## src/verilog/cxw_map.vh

```
`ifndef CXW_MAP_VH
`define CXW_MAP_VH

// ----------------------------------------
// opcode encodings (6-bit high fields for swaps, 10-bit words for watchdog ops)
// ----------------------------------------
`define CXW_OP_SWAP_HI      6'h2d
`define CXW_OP_SWAP_DEC_HI  6'h2f
`define CXW_OP_WD_RESTART   10'h0a0
`define CXW_OP_WD_STOP      10'h3fe

// ----------------------------------------
// field positions
// ----------------------------------------
`define CXW_IMM_MSB         3
`define CXW_HI_LSB          4
`define CXW_HI_MSB          9

// ----------------------------------------
// reset values and column underflow value
// ----------------------------------------
`define CXW_RST_NIBBLE      4'h0
`define CXW_RST_FLAG        1'b0
`define CXW_RST_WD_RUN      1'b1
`define CXW_UNDERFLOW       4'hf

`endif

```

## src/verilog/cxw_decode.v

```verilog
`timescale 1ns/1ps
`include "cxw_map.vh"

module cxw_decode (
    input  wire [9:0] instr_i,
    output wire       is_swap_o,
    output wire       is_swap_dec_o,
    output wire       is_wd_restart_o,
    output wire       is_wd_stop_o,
    output wire [3:0] imm_o
);
    assign is_swap_o       =
        (instr_i[`CXW_HI_MSB:`CXW_HI_LSB] == `CXW_OP_SWAP_HI);
    assign is_swap_dec_o   =
        (instr_i[`CXW_HI_MSB:`CXW_HI_LSB] == `CXW_OP_SWAP_DEC_HI);
    assign is_wd_restart_o = (instr_i == `CXW_OP_WD_RESTART);
    assign is_wd_stop_o    = (instr_i == `CXW_OP_WD_STOP);
    assign imm_o           = instr_i[`CXW_IMM_MSB:0];
endmodule

```

## src/verilog/cxw_exec.v

```verilog
// Function
// - restart op skips next when first watchdog flag set, then clears it
// - swap op exchanges accumulator with memory word at data pointer
// - row register takes its xor with the 4-bit immediate during swaps
// - swap-decrement op swaps, xors row, then decrements column register
// - after decrement, column equal to 15 skips the next instruction
`timescale 1ns/1ps
`include "cxw_map.vh"

module cxw_exec (
    input  wire       mclk_i,
    input  wire       rst_i,
    input  wire       ce_i,
    input  wire       instr_valid_i,
    input  wire [9:0] instr_i,
    input  wire [3:0] mem_rdata_i,
    input  wire       wd_flag_set_i,
    input  wire [3:0] acc_load_i,
    input  wire       acc_load_en_i,
    output reg  [3:0] acc_o,
    output reg  [3:0] row_o,
    output reg  [3:0] col_o,
    output reg  [3:0] mem_wdata_o,
    output reg        mem_we_o,
    output reg        skip_o,
    output reg        watchdog_flag_first_o,
    output reg        wd_restart_o,
    output reg        wd_run_o
);

    // ----------------------------------------
    // decode
    // ----------------------------------------
    wire       is_swap;
    wire       is_swap_dec;
    wire       is_wd_restart;
    wire       is_wd_stop;
    wire [3:0] imm;

    cxw_decode u_dec (
        .instr_i         (instr_i),
        .is_swap_o       (is_swap),
        .is_swap_dec_o   (is_swap_dec),
        .is_wd_restart_o (is_wd_restart),
        .is_wd_stop_o    (is_wd_stop),
        .imm_o           (imm)
    );

    // ----------------------------------------
    // slot qualification
    // ----------------------------------------
    // a skipped slot executes nothing, including these ops
    wire       exec;
    wire       do_swap;
    wire       do_dec;
    wire       do_watchdog_restart_op;
    wire       do_stop;
    wire [3:0] dec_col;
    wire       underflow;
    reg        prev_stop;

    assign exec      = ce_i & instr_valid_i & ~skip_o;
    assign do_swap   = exec & (is_swap | is_swap_dec);
    assign do_dec    = exec & is_swap_dec;
    assign do_watchdog_restart_op   = exec & is_wd_restart;
    assign do_stop   = exec & is_wd_stop;
    assign dec_col   = col_o - 4'h1;
    assign underflow = (dec_col == `CXW_UNDERFLOW);

    // ----------------------------------------
    // next values
    // ----------------------------------------
    reg  [3:0] next_acc;
    reg  [3:0] next_row;
    reg  [3:0] next_col;
    reg  [3:0] next_mem_wdata;
    reg        next_mem_we;
    reg        next_skip;
    reg        next_flag;
    reg        next_wd_restart;
    reg        next_wd_run;
    reg        next_prev_stop;

    // ----------------------------------------
    // accumulator and memory write
    // ----------------------------------------
    // swap outranks the outside load, so the old value
    // still reaches memory when both land together
    always @* begin
        next_acc       = acc_o;
        next_mem_wdata = mem_wdata_o;
        next_mem_we    = 1'b0;
        if (do_swap) begin
            next_acc       = mem_rdata_i;
            next_mem_wdata = acc_o;
            next_mem_we    = 1'b1;
        end else if (acc_load_en_i) begin
            next_acc = acc_load_i;
        end
    end

    // ----------------------------------------
    // row register
    // ----------------------------------------
    always @* begin
        next_row = row_o;
        if (do_swap) begin
            next_row = row_o ^ imm;
        end
    end

    // ----------------------------------------
    // column register
    // ----------------------------------------
    always @* begin
        next_col = col_o;
        if (do_dec) begin
            next_col = dec_col;
        end
    end

    // ----------------------------------------
    // skip slot
    // ----------------------------------------
    // skip stands across idle cycles until a valid word uses it up
    always @* begin
        next_skip = skip_o;
        if (instr_valid_i) begin
            next_skip = 1'b0;
        end
        if (do_dec && underflow) begin
            next_skip = 1'b1;
        end
        if (do_watchdog_restart_op && watchdog_flag_first_o) begin
            next_skip = 1'b1;
        end
    end

    // ----------------------------------------
    // first watchdog flag
    // ----------------------------------------
    // set wins over the restart clear, so a flag raised in the
    // same cycle is not lost
    always @* begin
        next_flag = watchdog_flag_first_o;
        if (wd_flag_set_i) begin
            next_flag = 1'b1;
        end else if (do_watchdog_restart_op) begin
            next_flag = 1'b0;
        end
    end

    // ----------------------------------------
    // watchdog run and restart
    // ----------------------------------------
    // a stop in a skipped slot does not arm the halt
    always @* begin
        next_wd_restart = 1'b0;
        next_wd_run     = wd_run_o;
        next_prev_stop  = prev_stop;
        if (instr_valid_i) begin
            next_prev_stop = do_stop;
        end
        if (do_watchdog_restart_op) begin
            if (prev_stop) begin
                next_wd_run = 1'b0;
            end else begin
                next_wd_restart = 1'b1;
            end
        end
    end

    // ----------------------------------------
    // datapath registers
    // ----------------------------------------
    // clock enable low freezes every register, pulses included
    always @(posedge mclk_i or posedge rst_i) begin
        if (rst_i) begin
            acc_o <= `CXW_RST_NIBBLE;
            row_o <= `CXW_RST_NIBBLE;
            col_o <= `CXW_RST_NIBBLE;
        end else if (ce_i) begin
            acc_o <= next_acc;
            row_o <= next_row;
            col_o <= next_col;
        end
    end

    // ----------------------------------------
    // memory write port
    // ----------------------------------------
    always @(posedge mclk_i or posedge rst_i) begin
        if (rst_i) begin
            mem_wdata_o <= `CXW_RST_NIBBLE;
            mem_we_o    <= 1'b0;
        end else if (ce_i) begin
            mem_wdata_o <= next_mem_wdata;
            mem_we_o    <= next_mem_we;
        end
    end

    // ----------------------------------------
    // skip and watchdog registers
    // ----------------------------------------
    always @(posedge mclk_i or posedge rst_i) begin
        if (rst_i) begin
            skip_o                <= 1'b0;
            watchdog_flag_first_o <= `CXW_RST_FLAG;
            wd_restart_o          <= 1'b0;
            wd_run_o              <= `CXW_RST_WD_RUN;
            prev_stop             <= 1'b0;
        end else if (ce_i) begin
            skip_o                <= next_skip;
            watchdog_flag_first_o <= next_flag;
            wd_restart_o          <= next_wd_restart;
            wd_run_o              <= next_wd_run;
            prev_stop             <= next_prev_stop;
        end
    end

endmodule

```

## config.mk

```make
export PLATFORM = sky130hd
export DESIGN_NAME = cxw_exec
export DESIGN_NICKNAME = d
export VERILOG_FILES = /design/src/verilog/cxw_decode.v /design/src/verilog/cxw_exec.v
export VERILOG_INCLUDE_DIRS = /design/src /design/src/verilog
export SDC_FILE = /design/constraint.sdc
export NUM_CORES = 1
export LEC_CHECK = 0
export BUFFER_PORTS_ARGS = -buffer_cell sky130_fd_sc_hd__buf_2
export CAP_MARGIN = 40
export CORE_AREA = 2 2 63 65
export DETAILED_ROUTE_END_ITERATION = 8
export DIE_AREA = 0 0 65 67
export SLEW_MARGIN = 20
export SYNTH_ARGS = -nofsm -noshare
export SYNTH_HDL_FRONTEND = slang
export SYNTH_SLANG_ARGS = --single-unit
```

## constraint.sdc

```tcl
create_clock -name mclk_i -period 1.5 [get_ports mclk_i]
set_input_delay 0.075 -clock mclk_i [delete_from_list [all_inputs] [get_ports mclk_i]]
set_output_delay 0.075 -clock mclk_i [all_outputs]
set_load 0.05 [all_outputs]
```

==> results of run 1 <==
==> sequential cells by signal, summed over array words and instances (netlist names) <==
| register | count |
|---|---|
| acc_o | 4 |
| col_o | 4 |
| mem_wdata_o | 4 |
| mem_we_o | 1 |
| prev_stop | 1 |
| row_o | 4 |
| skip_o | 1 |
| watchdog_flag_first_o | 1 |
| wd_restart_o | 1 |
| wd_run_o | 1 |
==> cell type report <==
cell class	count	area share, %
clock inverters	1	2.07
repair buffers	49	18.0
well taps	48	4.15
clock buffers	3	2.85
inverters	7	1.81
flip-flops and latches	22	38.3
multi-input cells	67	32.8
==> power breakdown <==
group	switching [uW]	internal, uW	total, uW
clock	193	356	549
combinational	362	142	504
sequential	60.3	661	721
total	615	1160	1770
==> how the worst min path moves through the flow <==
stage / startpoint / endpoint / slack, ps / depth (start not counted)
6_report: wd_flag_set_i / watchdog_flag_first_o / 50 / 2
5_1_grt: wd_flag_set_i / watchdog_flag_first_o / 50 / 2
4_1_cts: wd_flag_set_i / watchdog_flag_first_o / 40 / 2
3_5_place_dp: rst_i / col_o[2] / 120 / 2
3_3_place_gp: rst_i / col_o[3] / 100 / 2
2_1_floorplan: rst_i / acc_o[0] / 60 / 1
==> metrics by stage <==
step / worst slack (ps) / cell area (um^2) / setup TNS, ps / hold WS, ps
3_3_place_gp: 82.1 / 1350 / 0 / 101
2_1_floorplan: -1.65 / 1070 / -6.58 / 63.3
4_1_cts: 31.1 / 1430 / 0 / 42.0
6_report: 97.8 / 1450 / 0 / 47.0
5_1_grt: 6.13 / 1450 / 0 / 49.7
3_5_place_dp: 49.9 / 1350 / 0 / 116
==> synth_stat cells (all sizes together), types with 2 or more instances <==
library cell / instances
a2bb2oi: 4
o22ai: 5
nor4: 2
and3: 3
dfrtp: 21
xnor2: 5
o21ai: 4
a21boi: 2
nand4: 3
xor2: 2
nor2: 3
nand2: 20
inv: 7
a21oi: 2
buf: 3
nand3: 2
ha: 2
==> cell families (layout without fill, tap and decap cells) <==
group | Yosys count | count (layout) | share of synthesized area, %
AO/OA/AOI/OAI | 21 | 21 | 14.5
XOR/XNOR | 7 | 7 | 5.74
adder cells (fa/ha/maj) | 2 | 2 | 2.34
buffers and inverters | 10 | 60 | 4.10
flip-flops | 22 | 22 | 51.7
AND/OR/NAND/NOR | 37 | 37 | 21.6
==> per-layer routing <==
layer | vias to the layer above | global-route usage (%) | wire (um)
met5 | - | 0 | 0
met4 | 0 | 7.18 | 50
met3 | 4 | 1.35 | 125
met2 | 29 | 20.2 | 1130
met1 | 408 | 15.1 | 1080
li1 | 445 | - | -
==> timing repair <==
| action | in CTS | in global routing |
|---|---|---|
| hold buffers | 1 | 0 |
| hold endpoints to repair | 10 | 0 |
| setup buffers | 0 | 2 |
| endpoints found under the setup margin | 0 | 7 |
| resized for setup | 0 | 2 |
==> report_table.html, run 1 <==
<table>
<tr><th>Metric</th><th>Value</th></tr>
<tr><th colspan="2">Outcome</th></tr>
<tr><td>Run status</td><td>finished clean</td></tr>
<tr><th colspan="2">Die</th></tr>
<tr><td>Die height</td><td>67 um</td></tr>
<tr><td>Site Rows</td><td>22</td></tr>
<tr><td>Initial Utilization</td><td>between 20% and 30%</td></tr>
<tr><td>Floorplan Core Area</td><td>~3600 um^2</td></tr>
<tr><td>Number of placed I/O pins</td><td>between 40 and 50</td></tr>
<tr><td>Horiz. Die Dim</td><td>about 65 um</td></tr>
<tr><td>Total Die Area</td><td>around 4400 um^2</td></tr>
<tr><th colspan="2">Worst setup path</th></tr>
<tr><td>Data required, critical path</td><td>about 1700 ps</td></tr>
<tr><td>CP Launch Type</td><td>register</td></tr>
<tr><td>Number of buffers and inverters on the critical path</td><td>0</td></tr>
<tr><td>Critical path endpoint</td><td>acc_o[2]</td></tr>
<tr><td>Worst R2R Setup Slack</td><td>100 ps</td></tr>
<tr><td>Depth of the worst register-to-register path</td><td>4</td></tr>
<tr><td>Cell family with the largest share of critical-path delay</td><td>simple AND/OR/NAND/NOR gates</td></tr>
<tr><td>Crit path launch</td><td>skip_o</td></tr>
<tr><td>Maximum cell stage delay along the critical path</td><td>between 400 and 500 ps</td></tr>
<tr><td>Crit-path cells</td><td>and4bb_4, nand3_4, a21boi_4, a2bb2oi_1</td></tr>
<tr><td>Critical path capture point type</td><td>register</td></tr>
<tr><td>Slowest stage cell, crit path</td><td>sky130_fd_sc_hd__dfrtp_2</td></tr>
<tr><td>WS Path Type</td><td>register to register</td></tr>
<tr><td>Terminus of the critical flop-to-flop path</td><td>acc_o[2]</td></tr>
<tr><td>Maximum fanout encountered on the critical timing path</td><td>8</td></tr>
<tr><td>Stages on the worst setup path</td><td>4</td></tr>
<tr><td>Reg-to-reg critical path startpoint</td><td>skip_o</td></tr>
<tr><td>Critical path data arrival time</td><td>1590 ps</td></tr>
<tr><th colspan="2">STA</th></tr>
<tr><td>Worst-case clock skew</td><td>about 5.0 ps</td></tr>
<tr><td>Total setup violations reported at the end of the flow</td><td>0</td></tr>
<tr><td>Setup repair after global routing missed its margin</td><td>false</td></tr>
<tr><td>Min cycle time layout</td><td>~1400 ps</td></tr>
<tr><td>Actual transition at the worst max-transition pin</td><td>between 400 and 500 ps</td></tr>
<tr><td>Number of pins exceeding their max-slew limit in the final report</td><td>0</td></tr>
<tr><td>Number of failing hold endpoints at the final stage</td><td>0</td></tr>
<tr><td>Remaining max-slew budget at the tightest pin</td><td>between 60 and 70%</td></tr>
<tr><td>Post-route clock period utilization</td><td>93.5%</td></tr>
<tr><td>Fmax</td><td>713 MHz</td></tr>
<tr><th colspan="2">Final layout</th></tr>
<tr><td>Fillers</td><td>around 360</td></tr>
<tr><td>Most common library cell in the layout ignoring fill and taps</td><td>sky130_fd_sc_hd__buf_2</td></tr>
<tr><td>Multi-input gate area in the final layout</td><td>roughly 480 um^2</td></tr>
<tr><td>Commonest cells after routing, fill and taps aside</td><td>44 x sky130_fd_sc_hd__buf_2, 20 x sky130_fd_sc_hd__nand2_1, 18 x sky130_fd_sc_hd__dfrtp_1</td></tr>
<tr><td>Final layout net count</td><td>~180</td></tr>
<tr><td>Register Area</td><td>about 560 um^2</td></tr>
<tr><td>Final Util</td><td>40.2%</td></tr>
<tr><td>Ant diodes</td><td>0</td></tr>
<tr><td>Proportion of layout cells with a drive suffix above 1</td><td>43.6%</td></tr>
<tr><td>Cell Count, Final, Fillers Out</td><td>about 200</td></tr>
<tr><td>Synthesis-to-finish area growth</td><td>35.8%</td></tr>
<tr><th colspan="2">Clock tree</th></tr>
<tr><td>Buffer type at the clock tree root</td><td>sky130_fd_sc_hd__clkbuf_8</td></tr>
<tr><td>Clk Latency, worst-skew pair</td><td>about 260 ps</td></tr>
<tr><td>Clock edge transition at the registers on the reported setup and hold paths</td><td>around 80 ps</td></tr>
<tr><td>CTS max path bufs</td><td>2</td></tr>
<tr><td>TritonCTS sink count</td><td>22</td></tr>
<tr><td>H-tree depth reported by CTS</td><td>1</td></tr>
<tr><td>Clock tree from TritonCTS</td><td>done</td></tr>
<tr><td>Number of buffers created by CTS</td><td>3</td></tr>
<tr><th colspan="2">Route</th></tr>
<tr><td>WL/cell</td><td>approximately 12 um</td></tr>
<tr><td>Violation count after the first detailed-route iteration</td><td>15</td></tr>
<tr><td>Total Wirelength</td><td>2.38 mm</td></tr>
<tr><td>Count of nets left with antenna violations after detail routing</td><td>0</td></tr>
<tr><td>Number of remaining DRC errors</td><td>0</td></tr>
<tr><td>DR pass1 iterations</td><td>4</td></tr>
<tr><td>Routed vias</td><td>886</td></tr>
<tr><td>Routed via count divided by cell count</td><td>roughly 4.5</td></tr>
<tr><th colspan="2">Placement</th></tr>
<tr><td>Count of buffers from port buffering</td><td>44</td></tr>
<tr><td>Final HPWL from detailed placement</td><td>1.88 mm</td></tr>
<tr><td>Placed Cells</td><td>190</td></tr>
<tr><td>Final weighted congestion in routability-driven placement</td><td>around 0.81</td></tr>
<tr><th colspan="2">Global routing</th></tr>
<tr><td>Total routing usage reported by global routing</td><td>12.1%</td></tr>
<tr><td>Maximum number of pins on one net before global-route repair</td><td>14</td></tr>
<tr><td>Global-route congestion overflow total</td><td>0</td></tr>
<tr><td>Global-route wire length before repair</td><td>between 4 and 5 mm</td></tr>
<tr><td>Vias in the first global route</td><td>between 900 and 1000</td></tr>
<tr><td>Number of antenna violations at the first check in global routing</td><td>0</td></tr>
<tr><th colspan="2">Logic synthesis</th></tr>
<tr><td>Seq/Total Area, Yosys</td><td>slightly above 50%</td></tr>
<tr><td>Post-synthesis cell type count</td><td>31</td></tr>
<tr><td>Main area contributors after synthesis</td><td>sky130_fd_sc_hd__dfrtp_1 49%, sky130_fd_sc_hd__nand2_1 7.0%, sky130_fd_sc_hd__xnor2_1 4.1%</td></tr>
<tr><td>Post-synth EDFFs</td><td>0</td></tr>
<tr><td>Share of the synthesized area in the top cell type</td><td>about 49%</td></tr>
<tr><td>Leading area contributor after synthesis</td><td>sky130_fd_sc_hd__dfrtp_1</td></tr>
<tr><td>Number of warnings issued by yosys</td><td>0</td></tr>
<tr><td>Post-synthesis cell count</td><td>slightly below 100</td></tr>
<tr><td>Synthesized area</td><td>1070 um^2</td></tr>
<tr><td>Share of synthesized registers carrying an async set or reset</td><td>100%</td></tr>
<tr><td>Seq cells post-synth</td><td>22</td></tr>
<tr><td>Synthesized Nets</td><td>125</td></tr>
<tr><td>Synth Flop Type</td><td>sky130_fd_sc_hd__dfrtp_1</td></tr>
<tr><td>Mean instance size in the synthesized netlist</td><td>10.8 um^2</td></tr>
<tr><th colspan="2">Pwr</th></tr>
<tr><td>PD cells</td><td>1220 nW/um^2</td></tr>
<tr><td>Worst voltage drop across the vdd grid</td><td>between 0.3 and 0.4 mV</td></tr>
<tr><td>Cell leakage power</td><td>approximately 0.00073 uW</td></tr>
<tr><td>Final Total Pwr</td><td>1770 uW</td></tr>
<tr><th colspan="2">Worst hold path</th></tr>
<tr><td>Type of the tightest min-delay check</td><td>primary input to register</td></tr>
<tr><th colspan="2">Run</th></tr>
<tr><td>Maximum Capacitance Violations</td><td>0</td></tr>
</table>
Power figures use the tool's default switching activity.
==> run 2, diff against run 1 <==
--- a/config.mk
+++ b/config.mk
@@ -8,9 +8,9 @@
 export LEC_CHECK = 0
 export BUFFER_PORTS_ARGS = -buffer_cell sky130_fd_sc_hd__buf_2
 export CAP_MARGIN = 40
-export CORE_AREA = 2 2 63 65
+export CORE_AREA = 3 3 64 66
 export DETAILED_ROUTE_END_ITERATION = 8
-export DIE_AREA = 0 0 65 67
+export DIE_AREA = 0 0 67 69
 export SLEW_MARGIN = 20
 export SYNTH_ARGS = -nofsm -noshare
 export SYNTH_HDL_FRONTEND = slang
==> run 2 against run 1 <==
Net effect:
- die area is 6.2% higher
- first-iteration DRC count is 40% higher
- combinational power hardly changed
- critical path depth stayed put
- sequential share of layout area is 0.99 points higher
- sequential power is 0.6% higher
==> report_table.html, run 2 (synthesis results as in run 1) <==
<table>
<tr><th>Metric</th><th>Value</th></tr>
<tr><th colspan="2">Clock tree</th></tr>
<tr><td>TritonCTS sink count</td><td>22 (unchanged)</td></tr>
<tr><td>Buffer type at the clock tree root</td><td>sky130_fd_sc_hd__clkbuf_8</td></tr>
<tr><td>CTS max path bufs</td><td>2 (unchanged)</td></tr>
<tr><td>Clock tree from TritonCTS</td><td>done</td></tr>
<tr><td>Clock edge transition at the registers on the reported setup and hold paths</td><td>70 ps (about the same)</td></tr>
<tr><td>Clk Latency, worst-skew pair</td><td>250 ps (about the same)</td></tr>
<tr><td>Number of buffers created by CTS</td><td>3 (unchanged)</td></tr>
<tr><td>H-tree depth reported by CTS</td><td>1 (unchanged)</td></tr>
<tr><th colspan="2">Worst setup path</th></tr>
<tr><td>Crit path launch</td><td>skip_o</td></tr>
<tr><td>CP Launch Type</td><td>register</td></tr>
<tr><td>Data required, critical path</td><td>1680 ps (about the same)</td></tr>
<tr><td>Critical path capture point type</td><td>register</td></tr>
<tr><td>Critical path data arrival time</td><td>1580 ps (about the same)</td></tr>
<tr><td>WS Path Type</td><td>register to register</td></tr>
<tr><td>Reg-to-reg critical path startpoint</td><td>skip_o</td></tr>
<tr><td>Maximum fanout encountered on the critical timing path</td><td>7 (-1)</td></tr>
<tr><th colspan="2">Final layout</th></tr>
<tr><td>Synthesis-to-finish area growth</td><td>32.4%</td></tr>
<tr><td>Commonest cells after routing, fill and taps aside</td><td>44 x sky130_fd_sc_hd__buf_2, 20 x sky130_fd_sc_hd__nand2_1, 18 x sky130_fd_sc_hd__dfrtp_1</td></tr>
<tr><td>Final layout net count</td><td>175 (-0.57%)</td></tr>
<tr><td>Proportion of layout cells with a drive suffix above 1</td><td>41.9% (-1.7 points)</td></tr>
<tr><td>Ant diodes</td><td>0 (unchanged)</td></tr>
<tr><td>Most common library cell in the layout ignoring fill and taps</td><td>sky130_fd_sc_hd__buf_2</td></tr>
<tr><td>Final standard cell area without fillers</td><td>1410 um^2 (-2.5%)</td></tr>
<tr><td>Fillers</td><td>392 (+9.8%)</td></tr>
<tr><th colspan="2">Run</th></tr>
<tr><td>Maximum Capacitance Violations</td><td>0 (unchanged)</td></tr>
<tr><th colspan="2">STA</th></tr>
<tr><td>Worst-case clock skew</td><td>2.29 ps (-2.71 ps)</td></tr>
<tr><td>Post-route clock period utilization</td><td>93.8% (+0.30 points)</td></tr>
<tr><td>Number of pins exceeding their max-slew limit in the final report</td><td>0 (unchanged)</td></tr>
<tr><td>Number of failing hold endpoints at the final stage</td><td>0 (unchanged)</td></tr>
<tr><td>Setup repair after global routing missed its margin</td><td>true</td></tr>
<tr><td>Fmax</td><td>711 MHz (-0.32%)</td></tr>
<tr><td>Actual transition at the worst max-transition pin</td><td>367 ps (-83.7 ps)</td></tr>
<tr><td>Total setup violations reported at the end of the flow</td><td>0 (unchanged)</td></tr>
<tr><td>Min cycle time layout</td><td>1410 ps (+4.44 ps)</td></tr>
<tr><td>Remaining max-slew budget at the tightest pin</td><td>75.5% (+5.6 points)</td></tr>
<tr><td>Worst Setup Slack, final</td><td>93.3 ps (-4.44 ps)</td></tr>
<tr><th colspan="2">Global routing</th></tr>
<tr><td>Number of antenna violations at the first check in global routing</td><td>0 (unchanged)</td></tr>
<tr><td>Maximum number of pins on one net before global-route repair</td><td>14 (unchanged)</td></tr>
<tr><td>Global-route wire length before repair</td><td>3.84 mm (-5.7%)</td></tr>
<tr><td>Global-route congestion overflow total</td><td>0 (unchanged)</td></tr>
<tr><td>Vias in the first global route</td><td>818 (-11%)</td></tr>
<tr><td>Total routing usage reported by global routing</td><td>10.7% (-1.4 points)</td></tr>
<tr><th colspan="2">Worst hold path</th></tr>
<tr><td>Type of the tightest min-delay check</td><td>primary input to register</td></tr>
<tr><td>Hold path startpoint</td><td>wd_flag_set_i</td></tr>
<tr><th colspan="2">Placement</th></tr>
<tr><td>Count of buffers from port buffering</td><td>44 (unchanged)</td></tr>
<tr><td>Placed Instance Area</td><td>1350 um^2 (unchanged)</td></tr>
<tr><td>Post-Place Worst Slack</td><td>64.9 ps (+15.0 ps)</td></tr>
<tr><td>Final weighted congestion in routability-driven placement</td><td>0.758 (-6.0%)</td></tr>
<tr><td>Final HPWL from detailed placement</td><td>1.93 mm (+2.3%)</td></tr>
<tr><th colspan="2">Outcome</th></tr>
<tr><td>Run status</td><td>finished clean</td></tr>
<tr><th colspan="2">Die</th></tr>
<tr><td>Horiz. Die Dim</td><td>67 um (+3.1%)</td></tr>
<tr><td>Site Rows</td><td>22 (unchanged)</td></tr>
<tr><td>Die height</td><td>69 um (+3.0%)</td></tr>
<tr><td>Total Die Area</td><td>4620 um^2 (+6.2%)</td></tr>
<tr><td>Floorplan Core Area</td><td>3630 um^2 (+0.76%)</td></tr>
<tr><td>Initial Utilization</td><td>29.4% (-0.22 points)</td></tr>
<tr><td>Number of placed I/O pins</td><td>45 (unchanged)</td></tr>
<tr><th colspan="2">Route</th></tr>
<tr><td>Violation count after the first detailed-route iteration</td><td>21 (+6)</td></tr>
<tr><td>Routed via count divided by cell count</td><td>4.54 (+0.85%)</td></tr>
<tr><td>Routed vias</td><td>889 (+0.34%)</td></tr>
<tr><td>Count of nets left with antenna violations after detail routing</td><td>0 (unchanged)</td></tr>
<tr><td>Number of remaining DRC errors</td><td>0 (unchanged)</td></tr>
<tr><td>Total Wirelength</td><td>2.40 mm (+0.59%)</td></tr>
<tr><td>DR pass1 iterations</td><td>4 (unchanged)</td></tr>
<tr><td>WL/cell</td><td>12.2 um (+1.1%)</td></tr>
<tr><th colspan="2">Pwr</th></tr>
<tr><td>PD cells</td><td>1120 nW/um^2 (-8.2%)</td></tr>
<tr><td>Cell leakage power</td><td>0.000716 uW (-2.3%)</td></tr>
<tr><td>Worst voltage drop across the vdd grid</td><td>0.514 mV (+34%)</td></tr>
</table>
-- run 2: cell count changes in the layout (fill, tap and decap cells not counted) --
cell	previous run	this run
sky130_fd_sc_hd__clkbuf_1	0	1
sky130_fd_sc_hd__nor2_1	2	3
sky130_fd_sc_hd__bufinv_16	1	0
sky130_fd_sc_hd__buf_4	4	3
sky130_fd_sc_hd__nor2_2	1	0
-- run 2: final timing paths --
check | end | slack [ps] | depth (start not counted)
worst min register to register | mem_wdata_o[3] | 460 | 2
worst max-delay path | acc_o[0] | 90 | 4
max in group asynchronous | row_o[2] | 670 | 4
worst max register to register | acc_o[0] | 90 | 4
min in group asynchronous | col_o[3] | 330 | 3
worst min-delay path | watchdog_flag_first_o | 70 | 2
-- run 2: metal layers --
| layer | track usage, % | share of wire (%) |
|---|---|---|
| met3 | 2.28 | 7.5 |
| met4 | 4.73 | 1.3 |
| met1 | 14.3 | 44 |
| met2 | 16.4 | 47 |
| met5 | 0 | 0 |
-- run 2: final cells by class --
| type | count | area, um^2 | area share (%) |
|---|---|---|---|
| sequential | 22 | 556 | 39.3 |
| inverter | 7 | 26.3 | 1.86 |
| multi-input combinational | 67 | 473 | 33.5 |
| timing repair buffer | 48 | 253 | 17.9 |
| tap | 48 | 60.1 | 4.25 |
| clock buffer | 4 | 45.0 | 3.19 |
-- run 2: through the flow --
stage,utilization (%),TNS (ps),hold WS [ps],total power (uW),cells
2_1_floorplan,-,-6.58,63.3,1100,99
3_3_place_gp,37.1,0,72.2,1230,190
3_5_place_dp,37.1,0,72.9,1240,190
4_1_cts,38.6,0,68.4,1610,195
5_1_grt,38.9,-8.68,68.7,1690,196
6_report,38.9,0,71.0,1590,196
-- run 2: report_power, final --
part	switching, uW	total, uW	internal (uW)
clock network	173	362	189
registers	63.5	725	661
logic	360	502	142
-- run 2: repair_timing --
item,in CTS,in global routing
hold buffers,1,0
hold endpoints to repair,8,0
setup buffers,0,1
gates resized for setup,0,1
setup endpoints to repair,0,4
-- run 2: critical path: stages (launching register included) --
cell and delay (ps):
sky130_fd_sc_hd__dfrtp_2 420, sky130_fd_sc_hd__and4bb_4 400, sky130_fd_sc_hd__nand3_4 130, sky130_fd_sc_hd__a21boi_4 190
sky130_fd_sc_hd__a2bb2oi_1 180
